**config.mk**
```make
export PLATFORM = sky130hd
export DESIGN_NAME = asf_flags
export DESIGN_NICKNAME = d
export VERILOG_FILES = /design/src/hw/asf_pkg.sv /design/src/hw/asf_flags.sv
export SDC_FILE = /design/constraint.sdc
export NUM_CORES = 1
export LEC_CHECK = 0
export BUFFER_PORTS_ARGS = -buffer_cell sky130_fd_sc_hd__buf_4
export CAP_MARGIN = 0
export CORE_UTILIZATION = 45
export DETAILED_ROUTE_END_ITERATION = 10
export PLACE_DENSITY = 0.68
export SYNTH_ARGS = -nofsm -noshare
export SYNTH_HDL_FRONTEND = slang
export SYNTH_SLANG_ARGS = --single-unit
```
**constraint.sdc**
```tcl
create_clock -name clk -period 6.42 [get_ports clk]
set_input_delay 0.642 -clock clk [delete_from_list [all_inputs] [get_ports clk]]
set_output_delay 0.642 -clock clk [all_outputs]
set_load 0.03 [all_outputs]
```
**src/hw/asf_pkg.sv**
```systemverilog
package asf_pkg;

  // ****************************************************************
  // flag byte layout
  // ****************************************************************
  localparam int FLG_C  = 0;  // carry
  localparam int FLG_N  = 1;  // subtract
  localparam int FLG_PV = 2;  // parity / overflow
  localparam int FLG_U3 = 3;  // no defined status
  localparam int FLG_H  = 4;  // half carry
  localparam int FLG_U5 = 5;  // no defined status
  localparam int FLG_Z  = 6;  // zero
  localparam int FLG_S  = 7;  // sign

  // reset value of both flag bytes
  localparam logic [7:0] FLAG_RST = 8'h00;
  // defined status bits; positions 3 and 5 always read zero
  localparam logic [7:0] FLAG_MASK = 8'hd7;

  // ****************************************************************
  // register map (apb byte addresses)
  // ****************************************************************
  localparam logic [11:0] ADR_MAIN   = 12'h000;  // main_flag_byte
  localparam logic [11:0] ADR_SHADOW = 12'h004;  // shadow_flag_byte
  localparam logic [11:0] ADR_RESULT = 12'h008;  // last result byte, read only
  localparam logic [11:0] ADR_COND   = 12'h00c;  // branch condition test, rw

  // condition register field positions
  localparam int CND_SEL_LO = 0;  // 3-bit condition select
  localparam int CND_SEL_HI = 2;
  localparam int CND_HIT    = 8;  // read only: condition holds

  // ****************************************************************
  // operation codes issued by the sequencer
  // ****************************************************************
  typedef enum logic [4:0] {
    OP_NONE   = 5'h00,
    OP_ADD    = 5'h01,  // add, carry_in used for add-with-carry
    OP_SUB    = 5'h02,  // subtract, also compare
    OP_AND    = 5'h03,
    OP_OR     = 5'h04,
    OP_XOR    = 5'h05,
    OP_RLC    = 5'h06,  // rotate left circular
    OP_RRC    = 5'h07,  // rotate right circular
    OP_RL     = 5'h08,  // rotate left through carry
    OP_RR     = 5'h09,  // rotate right through carry
    OP_SLA    = 5'h0a,  // arith_shift_left
    OP_SRA    = 5'h0b,  // arith_shift_right
    OP_SRL    = 5'h0c,  // logic_shift_right
    OP_DAA    = 5'h0d,  // decimal_adjust_op
    OP_SCF    = 5'h0e,  // force_carry_op
    OP_CCF    = 5'h0f,  // invert_carry_op
    OP_BLKCP  = 5'h10,  // copy_step_up / search_step_up
    OP_BLKIO  = 5'h11,  // block_input_up / block_output_up/down
    OP_IEC    = 5'h12,  // accumulator from vector base / refresh
    OP_PORTIN = 5'h13,  // register input via count register
    OP_BIT    = 5'h14,  // single-bit test
    OP_SWAP   = 5'h15   // exchange main and shadow byte
  } asf_op_t;

  // conditions that branches may test (sign, zero, carry, p/v only)
  typedef enum logic [2:0] {
    CND_NZ = 3'h0,
    CND_Z  = 3'h1,
    CND_NC = 3'h2,
    CND_C  = 3'h3,
    CND_PO = 3'h4,
    CND_PE = 3'h5,
    CND_P  = 3'h6,
    CND_M  = 3'h7
  } asf_cond_t;

  // request from the sequencer
  typedef struct packed {
    logic        valid;        // one-cycle strobe
    asf_op_t     op;
    logic [7:0]  opa;          // accumulator / operand register
    logic [7:0]  opb;          // second operand or bit index
    logic        carry_in;     // use current carry as add/sub input
    logic        cnt_zero;     // decremented count reached zero
    logic        ie_copy;      // interrupt_enable_copy
  } asf_req_t;

  // register state
  typedef struct packed {
    logic [7:0]  main_r;
    logic [7:0]  shadow_r;
    logic [7:0]  result_r;
    logic [2:0]  cond_r;
    logic        hit_r;
    logic [31:0] prdata_r;
    logic        pready_r;
    logic        pslverr_r;
  } asf_state_t;

endpackage

```
**src/hw/asf_flags.sv**
```systemverilog
// How it works
// - sign 7, zero 6, p/v 2, carry 0
// - main and shadow byte; bits 3,5 undefined
// - branches test only c, p/v, z, s
// - carry is carry-out on add, borrow on sub
// - decimal adjust sets carry when correcting the upper digit
// - through-carry rotates use carry as ninth bit
// - left shifts take bit 7, right bit 0
// - and, or, xor clear carry
// - force carry sets, invert carry complements
// - add clears subtract, sub sets it
// - signed overflow from operand and result signs
// - overflow equals carry-in xor carry-out of sign
// - logic and rotate p/v is even parity
// - block copy/search p/v clear at count zero
// - vector/refresh load copies interrupt enable
// - port input sets parity, zero and sign
// - half carry from bit 3 or borrow bit 4
// - zero flag when result byte is zero
// - compare sets zero on equality
// - bit test zero is inverted tested bit
// - block i/o zero when count reaches zero
// - sign is result bit 7
module asf_flags
  import asf_pkg::*;
(
  // clock and reset
  input  wire logic        clk,
  input  wire logic        rstn,
  input  wire logic        clk_en,
  // sequencer request
  input  wire asf_req_t    req,
  // apb slave
  input  wire logic        psel,
  input  wire logic        penable,
  input  wire logic        pwrite,
  input  wire logic [11:0] paddr,
  input  wire logic [31:0] pwdata,
  output logic      [31:0] prdata,
  output logic             pready,
  output logic             pslverr,
  // flag outputs
  output logic      [7:0]  flags,
  output logic      [7:0]  result,
  output logic             cond_hit
);

  // ****************************************************************
  // state
  // ****************************************************************
  asf_state_t st_r;    // all registers
  asf_state_t st_nxt;  // next value

  // ****************************************************************
  // helpers
  // ****************************************************************
  // even parity of a byte: one when count of set bits is even
  function automatic logic par_even(input logic [7:0] v);
    par_even = ~(^v);
  endfunction

  // condition evaluation over the four testable flags
  function automatic logic cond_eval(input logic [2:0] sel, input logic [7:0] f);
    logic r;
    r = 1'b0;
    unique case (asf_cond_t'(sel))
      CND_NZ: r = ~f[FLG_Z];
      CND_Z:  r = f[FLG_Z];
      CND_NC: r = ~f[FLG_C];
      CND_C:  r = f[FLG_C];
      CND_PO: r = ~f[FLG_PV];
      CND_PE: r = f[FLG_PV];
      CND_P:  r = ~f[FLG_S];
      CND_M:  r = f[FLG_S];
    endcase
    cond_eval = r;
  endfunction

  // ****************************************************************
  // flag computation
  // ****************************************************************
  logic [7:0] fl;      // current main flags
  logic [7:0] fn;      // next flags from the operation
  logic [7:0] res;     // result byte
  logic [4:0] lo_sum;  // low nibble sum with carry out
  logic [7:0] lo7;     // low seven bits sum with carry into sign
  logic [8:0] full;    // full nine-bit sum
  logic       cin;     // carry into bit 0
  logic       c7in;    // carry into the sign bit
  logic [7:0] corr;    // decimal correction
  logic       dcy;     // decimal carry

  always_comb
  begin
    fl     = st_r.main_r;
    fn     = fl;
    res    = st_r.result_r;
    cin    = req.carry_in & fl[FLG_C];
    lo_sum = 5'h00;
    lo7    = 8'h00;
    full   = 9'h000;
    c7in   = 1'b0;
    corr   = 8'h00;
    dcy    = 1'b0;
    unique case (req.op)
      // addition
      OP_ADD:
      begin
        full   = {1'b0, req.opa} + {1'b0, req.opb} + {8'h00, cin};
        lo_sum = {1'b0, req.opa[3:0]} + {1'b0, req.opb[3:0]} + {4'h0, cin};
        lo7    = {1'b0, req.opa[6:0]} + {1'b0, req.opb[6:0]} + {7'h00, cin};
        c7in   = lo7[7];
        res    = full[7:0];
        fn[FLG_C]  = full[8];
        fn[FLG_H]  = lo_sum[4];
        fn[FLG_PV] = c7in ^ full[8];
        fn[FLG_N]  = 1'b0;
      end
      // subtraction, compare shares it
      OP_SUB:
      begin
        full   = {1'b0, req.opa} - {1'b0, req.opb} - {8'h00, cin};
        lo_sum = {1'b0, req.opa[3:0]} - {1'b0, req.opb[3:0]} - {4'h0, cin};
        res    = full[7:0];
        fn[FLG_C]  = full[8];
        fn[FLG_H]  = lo_sum[4];
        fn[FLG_PV] = (req.opa[7] ^ req.opb[7]) & (req.opa[7] ^ full[7]);
        fn[FLG_N]  = 1'b1;
        fn[FLG_Z]  = (full[7:0] == 8'h00);
      end
      // logical group
      OP_AND, OP_OR, OP_XOR:
      begin
        if (req.op == OP_AND)
        begin
          res = req.opa & req.opb;
        end
        else if (req.op == OP_OR)
        begin
          res = req.opa | req.opb;
        end
        else
        begin
          res = req.opa ^ req.opb;
        end
        fn[FLG_C]  = 1'b0;
        fn[FLG_N]  = 1'b0;
        fn[FLG_H]  = (req.op == OP_AND);
        fn[FLG_PV] = par_even(res);
      end
      // rotates and shifts
      OP_RLC, OP_RRC, OP_RL, OP_RR, OP_SLA, OP_SRA, OP_SRL:
      begin
        unique case (req.op)
          OP_RL:   res = {req.opa[6:0], fl[FLG_C]};
          OP_RR:   res = {fl[FLG_C], req.opa[7:1]};
          OP_RLC:  res = {req.opa[6:0], req.opa[7]};
          OP_RRC:  res = {req.opa[0], req.opa[7:1]};
          OP_SLA:  res = {req.opa[6:0], 1'b0};
          OP_SRA:  res = {req.opa[7], req.opa[7:1]};
          default: res = {1'b0, req.opa[7:1]};
        endcase
        if (req.op == OP_RLC || req.op == OP_RL || req.op == OP_SLA)
        begin
          fn[FLG_C] = req.opa[7];
        end
        else
        begin
          fn[FLG_C] = req.opa[0];
        end
        fn[FLG_N]  = 1'b0;
        fn[FLG_H]  = 1'b0;
        fn[FLG_PV] = par_even(res);
      end
      // decimal adjust of accumulator
      OP_DAA:
      begin
        dcy = fl[FLG_C] | (req.opa > 8'h99);
        if (fl[FLG_H] | (req.opa[3:0] > 4'h9))
        begin
          corr[3:0] = 4'h6;
        end
        if (dcy)
        begin
          corr[7:4] = 4'h6;
        end
        res = fl[FLG_N] ? (req.opa - corr) : (req.opa + corr);
        fn[FLG_C] = dcy;
        fn[FLG_H] = fl[FLG_N] ? (fl[FLG_H] & (req.opa[3:0] < 4'h6))
                              : (req.opa[3:0] > 4'h9);
        fn[FLG_PV] = par_even(res);
      end
      // carry control
      OP_SCF:
      begin
        fn[FLG_C] = 1'b1;
        fn[FLG_N] = 1'b0;
        fn[FLG_H] = 1'b0;
      end
      OP_CCF:
      begin
        fn[FLG_C] = ~fl[FLG_C];
        fn[FLG_N] = 1'b0;
        fn[FLG_H] = fl[FLG_C];
      end
      // block copy and search step
      OP_BLKCP:
      begin
        fn[FLG_PV] = ~req.cnt_zero;
        fn[FLG_Z]  = (req.opa == req.opb);
        fn[FLG_N]  = 1'b0;
        fn[FLG_H]  = 1'b0;
      end
      // non-repeating block i/o step
      OP_BLKIO:
      begin
        fn[FLG_Z] = req.cnt_zero;
        fn[FLG_N] = 1'b1;
      end
      // accumulator from vector base or refresh counter
      OP_IEC:
      begin
        res = req.opa;
        fn[FLG_PV] = req.ie_copy;
        fn[FLG_N]  = 1'b0;
        fn[FLG_H]  = 1'b0;
      end
      // input through count register
      OP_PORTIN:
      begin
        res = req.opa;
        fn[FLG_PV] = par_even(res);
        fn[FLG_N]  = 1'b0;
        fn[FLG_H]  = 1'b0;
      end
      // single-bit test
      OP_BIT:
      begin
        fn[FLG_Z] = ~req.opa[req.opb[2:0]];
        fn[FLG_H] = 1'b1;
        fn[FLG_N] = 1'b0;
      end
      default:
      begin
        fn = fl;
      end
    endcase
    // result-based zero and sign for operations that yield a byte
    if (req.op inside {OP_ADD, OP_AND, OP_OR, OP_XOR, OP_RLC, OP_RRC, OP_RL,
                       OP_RR, OP_SLA, OP_SRA, OP_SRL, OP_DAA, OP_IEC, OP_PORTIN})
    begin
      fn[FLG_Z] = (res == 8'h00);
      fn[FLG_S] = res[7];
    end
    if (req.op == OP_SUB)
    begin
      fn[FLG_S] = res[7];
    end
  end

  // ****************************************************************
  // next state: sequencer and apb
  // ****************************************************************
  logic       acc;   // apb access phase
  logic [7:0] wb;    // write byte, undefined positions masked

  always_comb
  begin
    st_nxt = st_r;
    acc    = psel & penable;
    wb     = pwdata[7:0] & FLAG_MASK;
    st_nxt.pready_r  = 1'b0;
    st_nxt.pslverr_r = 1'b0;
    // sequencer update has priority over a software write of either flag byte
    if (req.valid && req.op == OP_SWAP)
    begin
      st_nxt.main_r   = st_r.shadow_r;
      st_nxt.shadow_r = st_r.main_r;
    end
    else if (req.valid)
    begin
      // fixed layout, 3 and 5 zero
      st_nxt.main_r   = fn & FLAG_MASK;
      st_nxt.result_r = res;
    end
    else if (acc && pwrite && !st_r.pready_r)
    begin
      if (paddr == ADR_MAIN)
      begin
        st_nxt.main_r = wb;
      end
      else if (paddr == ADR_SHADOW)
      begin
        st_nxt.shadow_r = wb;
      end
    end
    // condition select is software owned
    if (acc && pwrite && !st_r.pready_r && paddr == ADR_COND)
    begin
      st_nxt.cond_r = pwdata[CND_SEL_HI:CND_SEL_LO];
    end
    st_nxt.hit_r = cond_eval(st_nxt.cond_r, st_nxt.main_r);
    // one wait state: answer in the cycle after the access phase starts
    // ready gates the decode only for one cycle, so a held access phase is answered again every second cycle
    if (acc && !st_r.pready_r)
    begin
      st_nxt.pready_r = 1'b1;
      st_nxt.prdata_r = 32'h0000_0000;
      unique case (paddr)
        ADR_MAIN:   st_nxt.prdata_r = {24'h00_0000, st_r.main_r};
        ADR_SHADOW: st_nxt.prdata_r = {24'h00_0000, st_r.shadow_r};
        ADR_RESULT: st_nxt.prdata_r = {24'h00_0000, st_r.result_r};
        ADR_COND:
        begin
          st_nxt.prdata_r[CND_SEL_HI:CND_SEL_LO] = st_r.cond_r;
          st_nxt.prdata_r[CND_HIT]               = st_r.hit_r;
        end
        default:    st_nxt.pslverr_r = 1'b1;
      endcase
    end
  end

  // ****************************************************************
  // registers
  // ****************************************************************
  always_ff @(posedge clk or negedge rstn)
  begin
    if (!rstn)
    begin
      st_r <= '{main_r: FLAG_RST, shadow_r: FLAG_RST, result_r: 8'h00,
                cond_r: 3'h0, hit_r: 1'b0, prdata_r: 32'h0000_0000,
                pready_r: 1'b0, pslverr_r: 1'b0};
    end
    else if (clk_en)
    begin
      st_r <= st_nxt;
    end
  end

  // outputs straight from flip-flops
  assign prdata   = st_r.prdata_r;
  assign pready   = st_r.pready_r;
  assign pslverr  = st_r.pslverr_r;
  assign flags    = st_r.main_r;
  assign result   = st_r.result_r;
  assign cond_hit = st_r.hit_r;

endmodule

```
-- Word-level counts from Yosys, hierarchy flattened
Index checks and enable logic that the tools add are counted.
- flip-flop bits (word level): 39
- bits in read-only memories: 0
- output and inout bits: 51
- RAM bits: 0
- latch bits: 0
- word-level logic and storage cells: 157
- memories: 0
- magnitude comparators: 4
- $add $sub $neg: 12
- muxes and demuxes: 36
- equality and inequality tests: 36
- shift-type cells: 0
- reduce and logical (&&, ||, !) cells: 34
- multiply operators: 0
- bitwise gates (word level): 24
- divide/modulo/power cells: 0
- operators by type and width (operator ; count):
    case mux 8 bit (6 select lines) ; 2
    two-way mux 8 bit ; 10
    == test 5 x 4 -> 1 bit, second input constant ; 8
    two-way mux 16 bit ; 2
    XOR reduction 8 bit ; 4
    == test 5 bit, second input constant ; 6
    == test 12 x 4 -> 1 bit, second input constant ; 2
    == test 5 x 3 -> 1 bit, second input constant ; 4
    OR reduction 17 bit ; 1
    logical NOT 8 bit ; 2
    case mux 1 bit (8 select lines) ; 2
    case mux 5 bit (3 select lines) ; 1
    case mux 1 bit (7 select lines) ; 2
    nonzero test 14 bit ; 1
    == test 12 x 3 -> 1 bit, second input constant ; 1
    == test 3 bit, second input constant ; 4
    logical NOT 12 bit ; 1
    inverter 1 bit ; 12
    case mux 3 bit (4 select lines) ; 1
    OR reduction 11 bit ; 1
    == test 5 x 2 -> 1 bit, second input constant ; 2
    adder 8 x 8 -> 9 bit ; 1
    adder 9 x 1 -> 9 bit ; 1
    two-way mux 3 bit ; 3
    other kinds (48) ; 72

-- Depth between registers and ports, before layout
Gate-level depths: netlist (run 1).
- depth after elaboration: 14
- depth in mapped cells: 24
- gate-level depth less buffers: 23

-- Least setup slack after synthesis (run 1)
OpenSTA, ideal clock, no wires.
- path type: input-to-reg
- start point: input port req[12] (netlist bit)
- end point: register st_r (netlist bit cond_hit)
- required time: 6321 ps
- arrival time: 4029 ps
- setup slack: 2292 ps
- cell stages on the path: 23
- path through: clkbuf_1 > inv_1 > ha_1 > inv_1 > a21oi_1 > o21ai_0 > a21oi_1 > a41oi_1 > nor2_1 > ha_1 > inv_1 > o21ai_0 > ha_1 > o21ai_0 > a21oi_1 > o41ai_1 > xnor2_1 > xnor3_1 > nand2_1 > o211ai_1 > o221ai_1 > mux2i_1 > a311oi_1
- longest elaborated chain between the ends: 13
- RTL lines (what ; line ; text):
    from (decl) ; asf_flags.sv:32 ; input wire asf_req_t req,
    greater-than comparator 8 bit or greater-than comparator 4 bit (tied branches) ; asf_flags.sv:178, asf_flags.sv:179 ;
    OR 1 bit, on equally long branches ; asf_flags.sv:178, asf_flags.sv:179 ;
    two-way mux 3 bit, on equally long branches ; asf_flags.sv:183, asf_flags.sv:179 ;
    two-way mux 4 bit ; asf_flags.sv:105 ; unique case (req.op)
    adder 8 bit or subtractor 8 bit (tied branches) ; asf_flags.sv:187 ; res = fl[FLG_N] ? (req.opa - corr) : (req.opa + corr);
    two-way mux 8 bit ; asf_flags.sv:187 ;
    case mux 8 bit (6 select lines) or XOR reduction 8 bit (tied branches) ; asf_flags.sv:105, asf_flags.sv:59 ;
    logical NOT 8 bit (tied with other cells) ; asf_flags.sv:252 ; fn[FLG_Z] = (res == 8'h00);
    two-way mux 2 bit (tied with other cells) ; asf_flags.sv:249 ; if (req.op inside {OP_ADD, OP_AND, OP_OR, OP_XOR, OP_RLC, OP_RRC, OP_RL,
    two-way mux 8 bit * ; asf_flags.sv:280 ; else if (req.valid)
    two-way mux 16 bit * ; asf_flags.sv:275 ; if (req.valid && req.op == OP_SWAP)
    inverter 1 bit, on equally long branches ; asf_flags.sv:67, asf_flags.sv:71, asf_flags.sv:73 ;
    case mux 1 bit (8 select lines) * ; asf_flags.sv:66 ; unique case (asf_cond_t'(sel))
    to (signal assigned) ; asf_flags.sv:330 ; st_r <= '{main_r: FLAG_RST, shadow_r: FLAG_RST, result_r: 8'h00,
    to (signal assigned) ; asf_flags.sv:336 ; st_r <= st_nxt;
    to (decl) ; asf_flags.sv:51 ; asf_state_t st_r;
Mark *: on every way between the ends. The rest lies on a longest branch, timed or not. The select of a mux whose other input is x is not followed.
A chain may end at the register's enable or synchronous reset.

-- Worst setup path in the final report (run 1)
Same ends and word-level chain as after synthesis.

==> metrics, run 1 <==
vias approximately 5500; # diodes 0; PwrDens 220.2 mW/mm²; vias per std cell around 6.0; Die Ht 114.8 µm; layout cell share with drive strength beyond 1 ~15%; CTS clock-pin slew for the worst setup and hold paths around 60 ps; clk_lat worst skew between 200 and 300 ps; post-CTS resize count 0; TritonCTS Buffers 5; root buf cell clkbuf_16; type of the tightest min-delay check input pin to asynchronous set/reset pin; dpl hpwl between 10000 and 15000 µm; maximum root-to-sink buffer count 2; kind of critical path input pin to flop; Post-synth EDFFs 0; cell with the most instances after synthesis nand2_1; post-synthesis sequential area ratio 17.06%; Req. time, crit path around 6600 ps; vias in the first global route roughly 5300; setup TNS 0 ps; Num Clock Sinks 39; count of pins over their slew limit 0; Max rail drop VDD roughly 0.1 mV; CTS tree yes; FFs w/ async S/R, synth 100.0%; Final Setup Violations 0; LEAKAGE approximately 2.7 nW; GRT overflow 0; fillers 1203; top post-synthesis cells by count 63 x nand2_1, 54 x buf_4, 52 x o21ai_0; CTS HTree Levels 2; period utilisation layout between 70 and 80%; worst-path maximum fanout 12; status finished clean; cells after synthesis just over 700; worst reg2reg setup slack about 2200 ps; Post-CTS Setup Bufs 0; CP startpoint kind input pin; Worst Skew roughly 6 ps; f_max approximately 210 MHz; FF+latch count, synth 39; area of the multi-input gates between 0.004 and 0.005 mm²; Worst Setup SP req[12]; RSZ-0062 raised after global routing false; global router's overall resource usage 28.30%; final hold violations 0; Nets 868; cell depth of the worst flop-to-flop path 14; area of the die ~0.013 mm²; post-DR wirelength/cell 20.19 µm; Placeable Area between 0.01 and 0.015 mm²; slew at the pin closest to its max-slew limit a little over 1000 ps; routed wire length around 18000 µm; die outline width 114.8 µm; Port-buffer cells 76; post-synth top area cell dfrtp_1; Starting Density a little under half; final core occ slightly above 50%; register area a little under 0.001 mm²; Critical Path Sink cond_hit$_DFFE_PN0P_; total power around 0.0014 W; Routability Congestion just under 1; fin crit period approximately 4700 ps; Worst setup EP type flop; DRC Markers 0; Worst slew margin between 30 and 40%; global-route wire length before repair approximately 29000 µm; drt first pass iters 5; area delta synth->final 8.288%; Data arrival, critical path approximately 4900 ps; Max Cap Viol 0; Synth Cell Area between 0.005 and 0.006 mm²; Starting DRT DRC Count ~400; # rows 40; ANT nets after route 0; top_reg_cell synth dfrtp_1; antenna violations before repair 0; largest net degree at the start of global routing 51; YS warnings 0; largest cells by area after synthesis dfrtp_1 17%, ha_1 10%, buf_4 7.1%; Synth top area share around 17%; Yosys cell types between 80 and 90; Syn Area/Cell slightly below 8 µm²; IO Pins around 130; Reg-to-Reg Start flags[0]$_DFFE_PN0P_; cts hold-fix bufs 0; reg2reg end cond_hit$_DFFE_PN0P_
[critical path, stage by stage]
cell and delay, ps:
buf_4 180, inv_1 280, ha_1 210, inv_1 40, a21oi_1 190, o21ai_0 110, a21oi_1 160, a41oi_1 70
nor2_1 330, ha_1 290, inv_1 50, o21ai_0 70, ha_1 230, o41ai_1 460, xnor2_1 200, nand2_1 80
o211ai_1 210, a31oi_1 140, o21ai_0 330, o221ai_1 190, mux2i_1 150, a311oi_1 230
[layer usage]
metal  GRT usage [%]  wire length [µm]  vias up
met2           48.44              8738      270
met3           2.214              1198       39
li1                -                 -     2573
met4           10.82               657        0
met1           37.29              7797     2591
met5               0                 0        -
[sequential cells by signal, summed over array words and instances (netlist names)]
name / cells
cond_hit: 1
flags: 8
prdata: 9
pready: 1
pslverr: 1
result: 8
st_r: 11
[cells by family (layout without fill, tap and decap cells)]
logic type,Yosys count,after routing,share of synthesized area (%)
AND/OR/NAND/NOR,215,215,19.51
AO/OA/AOI/OAI,214,214,25.08
buffers and inverters,134,129,13.12
adder cells (fa/ha/maj),51,51,11.68
XOR/XNOR,45,45,7.610
flip-flops,39,39,17.06
multiplexers,27,27,5.882
other,1,23,0.06554
[report_power, final]
part	leakage (nW)	internal (W)	total, W	switching (W)
Sequential	0.502	0.000275	0.000325	0.0000503
Clock	0.0911	0.000223	0.000320	0.0000974
Combinational	2.10	0.000301	0.000719	0.000419
Total	2.70	0.000798	0.00136	0.000566
[cell usage in the layout (no fill, tap or decap), types with 3 or more instances in the layout]
cell type	Yosys	layout
nor2_1	51	51
nor4_1	12	12
o21ai_0	52	52
xor2_1	11	11
a21oi_1	48	48
clkbuf_16	0	5
nor3_1	8	8
o21a_1	4	4
a21o_1	11	11
dfrtp_1	39	39
xnor3_1	3	3
o21bai_1	3	3
o211ai_1	13	13
a211o_1	3	3
o221ai_1	4	4
ha_1	47	47
a221oi_1	5	5
o311ai_0	3	3
nand3b_1	3	3
mux2_2	3	3
nand4_1	5	5
xnor2_1	31	31
fa_1	4	4
nand2_1	63	63
o31ai_1	8	8
and3_1	8	8
mux4_2	5	5
mux2i_1	19	19
conb_1	1	23
nor3b_1	3	3
o22ai_1	8	8
and2_1	4	4
nand2b_1	8	8
nor2b_1	12	12
inv_1	43	43
nand3_1	20	20
a31oi_1	9	9
buf_4	54	77
a32o_1	3	3
a211oi_1	7	7
[cell type report]
class                           count  area share, %
Clock inverter                      2         0.9693
Inverter                           44          2.666
Tap cell                          168          3.393
Clock buffer                        6          2.080
Timing Repair Buffer               77          9.330
Sequential cell                    39          15.75
Multi-Input combinational cell    575          65.81
[metrics by stage]
step	hold WS (ps)	instance area [µm²]	std cells	setup slack (ps)
3_5_place_dp	466.7	6007	903	1495
6_report	329.4	6196	911	1764
2_1_floorplan	346.4	5804	748	2292
3_3_place_gp	461.5	6007	903	1594
4_1_cts	346.1	6196	911	1767
5_1_grt	377.0	6196	911	1380
[how the worst min path moves through the flow]
| stage | start | end | cells after the start | slack, ps |
|---|---|---|---|---|
| finish | rstn | prdata[0]$_DFFE_PN0P_ | 1 | 330 |
| global route | rstn | pslverr$_DFFE_PN0P_ | 1 | 380 |
| CTS | rstn | flags[4]$_DFFE_PN0P_ | 1 | 350 |
| detailed placement | prdata[7]$_DFFE_PN0P_ | prdata[7]$_DFFE_PN0P_ | 2 | 470 |
| global placement | prdata[3]$_DFFE_PN0P_ | prdata[3]$_DFFE_PN0P_ | 2 | 460 |
| floorplan | rstn | cond_hit$_DFFE_PN0P_ | 0 | 350 |
(Power assumes the default switching activity.)
==> run 2, diff against run 1 <==
- ABC_AREA: default -> 1
- clock period: 6.42 -> 4.8 ns (I/O delays scaled with it)
==> metrics, run 2 <==
status finished clean; cells after synthesis approximately 1000; slew at the pin closest to its max-slew limit 654.8 ps; Req. time, crit path between 4000 and 5000 ps; Most flops, register st_r; top post-synthesis cells by count 319 x nand2_1, 147 x inv_1, 79 x nor2_1; placed inst area 0.006519 mm²; Max Cap Viol 0; global-route wire length before repair approximately 30000 µm; CP peak stage delay 360 ps; post-synth top area cell nand2_1; post-DR wirelength/cell around 15 µm; Max rail drop VDD around 0.14 mV; Num Clock Sinks 39; Yosys cell types about 50; # diodes 0; final hold slack between 150 and 200 ps; worst reg2reg setup slack 1240 ps; FF+latch count, synth 39; Post-synth EDFFs 0; Die Ht roughly 120 µm; global router's overall resource usage between 20% and 30%; commonest non-fill, non-tap cells in the layout 319 x nand2_1, 147 x inv_1, 79 x nor2_1; critical path's slowest cell ha_1; # rows 42; LEAKAGE 3.682 nW; die outline width approximately 120 µm; CP startpoint kind input pin; IO Pins about 130; final core occ 50.85%; cts hold-fix bufs 0; RSZ-0062 raised after global routing false; final instance area approximately 0.0067 mm²; area of the die approximately 0.014 mm²; reg2reg end cond_hit$_DFFE_PN0P_; PwrDens about 270 mW/mm²; clk_lat worst skew 280 ps; final hold violations 0; antenna violations before repair 0; ANT nets after route 0; period utilisation layout between 80% and 90%; Int Pwr a little under 0.001 W; Worst slew margin between 50 and 60%; vias ~6400; Sw Share between 40% and 50%; TritonCTS Buffers 5; Post-CTS Setup Bufs 0; fillers 1425; setup TNS 0 ps; cell with the most instances after synthesis nand2_1; GRT overflow 0; top_reg_cell synth dfrtp_1; Synth top area share 19.73%; crit-path most repeated cell nand2_1; max FFs per register 11; vias per std cell ~5.2; Clock power frac a little under a quarter; Placed Cells incl. Taps ~1200; YS warnings 0; post-synthesis sequential area ratio 16.08%; largest cells by area after synthesis nand2_1 20%, dfrtp_1 16%, ha_1 9.7%; area delta synth->final 10.51%; post-CTS resize count 0; kind of critical path input pin to flop; maximum root-to-sink buffer count 2; share of total power in sequential cells between 20% and 30%; CTS HTree Levels 2; Nets 1185; count of pins over their slew limit 0; Routability Congestion 0.9952; Starting DRT DRC Count between 500 and 600; Starting Density 46.02%; Data arrival, critical path just over 4000 ps; CTS clock-pin slew for the worst setup and hold paths roughly 60 ps; commonest non-fill, non-tap cell in the layout nand2_1; root buf cell clkbuf_16; fin crit period 3924 ps; worst-path maximum fanout 7; Port-buffer cells 76; Worst setup EP type flop; drt first pass iters 5; Final Setup Violations 0; layout cell share with drive strength beyond 1 12.26%; Reg-to-Reg Start flags[0]$_DFFE_PN0P_; CTS tree yes; cell depth of the worst flop-to-flop path 27; dpl hpwl 15220 µm; f_max 254.9 MHz; Placeable Area between 0.01 and 0.015 mm²; Worst Skew a little over 8 ps; Syn Area/Cell between 5 and 6 µm²; final non-filler cell total 1236; Synth Cell Area 0.006070 mm²; FFs w/ async S/R, synth between 90% and 100%; largest net degree at the start of global routing 40; type of the tightest min-delay check input pin to asynchronous set/reset pin; vias in the first global route between 5000 and 6000; Logic pwr share a little over half; routed wire length ~19000 µm; Net Sw Power roughly 0.0008 W; DRC Markers 0
[run 2: cell count changes in the layout (fill, tap and decap cells not counted), sizes merged, moves of 19 or more]
cell	previous run	this run
nor2	51	90
xnor2	31	9
nand3	20	79
mux2i	19	0
nand2	63	327
inv	44	156
[run 2: worst max-delay path by stage]
stage / start / end / slack, ps
finish: req[13] / cond_hit$_DFFE_PN0P_ / 880
global route: req[13] / cond_hit$_DFFE_PN0P_ / 460
CTS: req[13] / cond_hit$_DFFE_PN0P_ / 910
detailed placement: req[13] / cond_hit$_DFFE_PN0P_ / 630
global placement: req[13] / cond_hit$_DFFE_PN0P_ / 670
floorplan: req[12] / cond_hit$_DFFE_PN0P_ / 1260
[run 2: power groups by stage]
stage,sequential (W),combinational (W),clock (W)
2_1_floorplan,0.000418,0.000717,0
3_3_place_gp,0.000430,0.000917,0
3_5_place_dp,0.000430,0.000930,0
4_1_cts,0.000424,0.000932,0.000431
5_1_grt,0.000431,0.00106,0.000450
6_report,0.000426,0.000938,0.000429
[run 2: logic make-up (layout without fill, tap and decap cells)]
family,Yosys count,after routing,synth area share (%)
and+or+nand+nor,544,544,39.89
buffers and inverters,218,243,16.99
DFF,39,39,16.08
other,1,23,0.06178
xor gates and xnor gates,16,16,2.309
AOI/OAI and AO/OA,144,144,13.67
adders and majority gates,51,51,11.01
[run 2: per-layer routing]
layer | share of wire, % | global-route usage (%)
met3 | 5.8 | 2.751
met4 | 3.6 | 10.18
met1 | 47 | 38.02
met5 | 0 | 0
met2 | 44 | 42.68
[run 2: layout make-up]
cell class / instances / area [µm²] / area share (%)
clock inverter: 2 / 60.06 / 0.8954
inverter: 157 / 591.8 / 8.823
multi-input combinational: 778 / 4145 / 61.80
sequential: 39 / 975.9 / 14.55
timing repair buffer: 78 / 585.6 / 8.730
clock buffer: 6 / 128.9 / 1.921
tap: 176 / 220.2 / 3.283
[run 2: critical path: cells and delay by family]
family	cells	cell delay, ps
AND/OR/NAND/NOR	22	1620
adder cells (fa/ha/maj)	3	920
AO/OA/AOI/OAI	3	570
buffers and inverters	6	480
[run 2: through the flow]
stage               worst slack, ps  total power, W
finish                        876.2        0.001793
CTS                           914.4        0.001787
floorplan                      1258        0.001134
global placement              665.8        0.001347
detailed placement            625.6        0.001360
global route                  457.0        0.001937
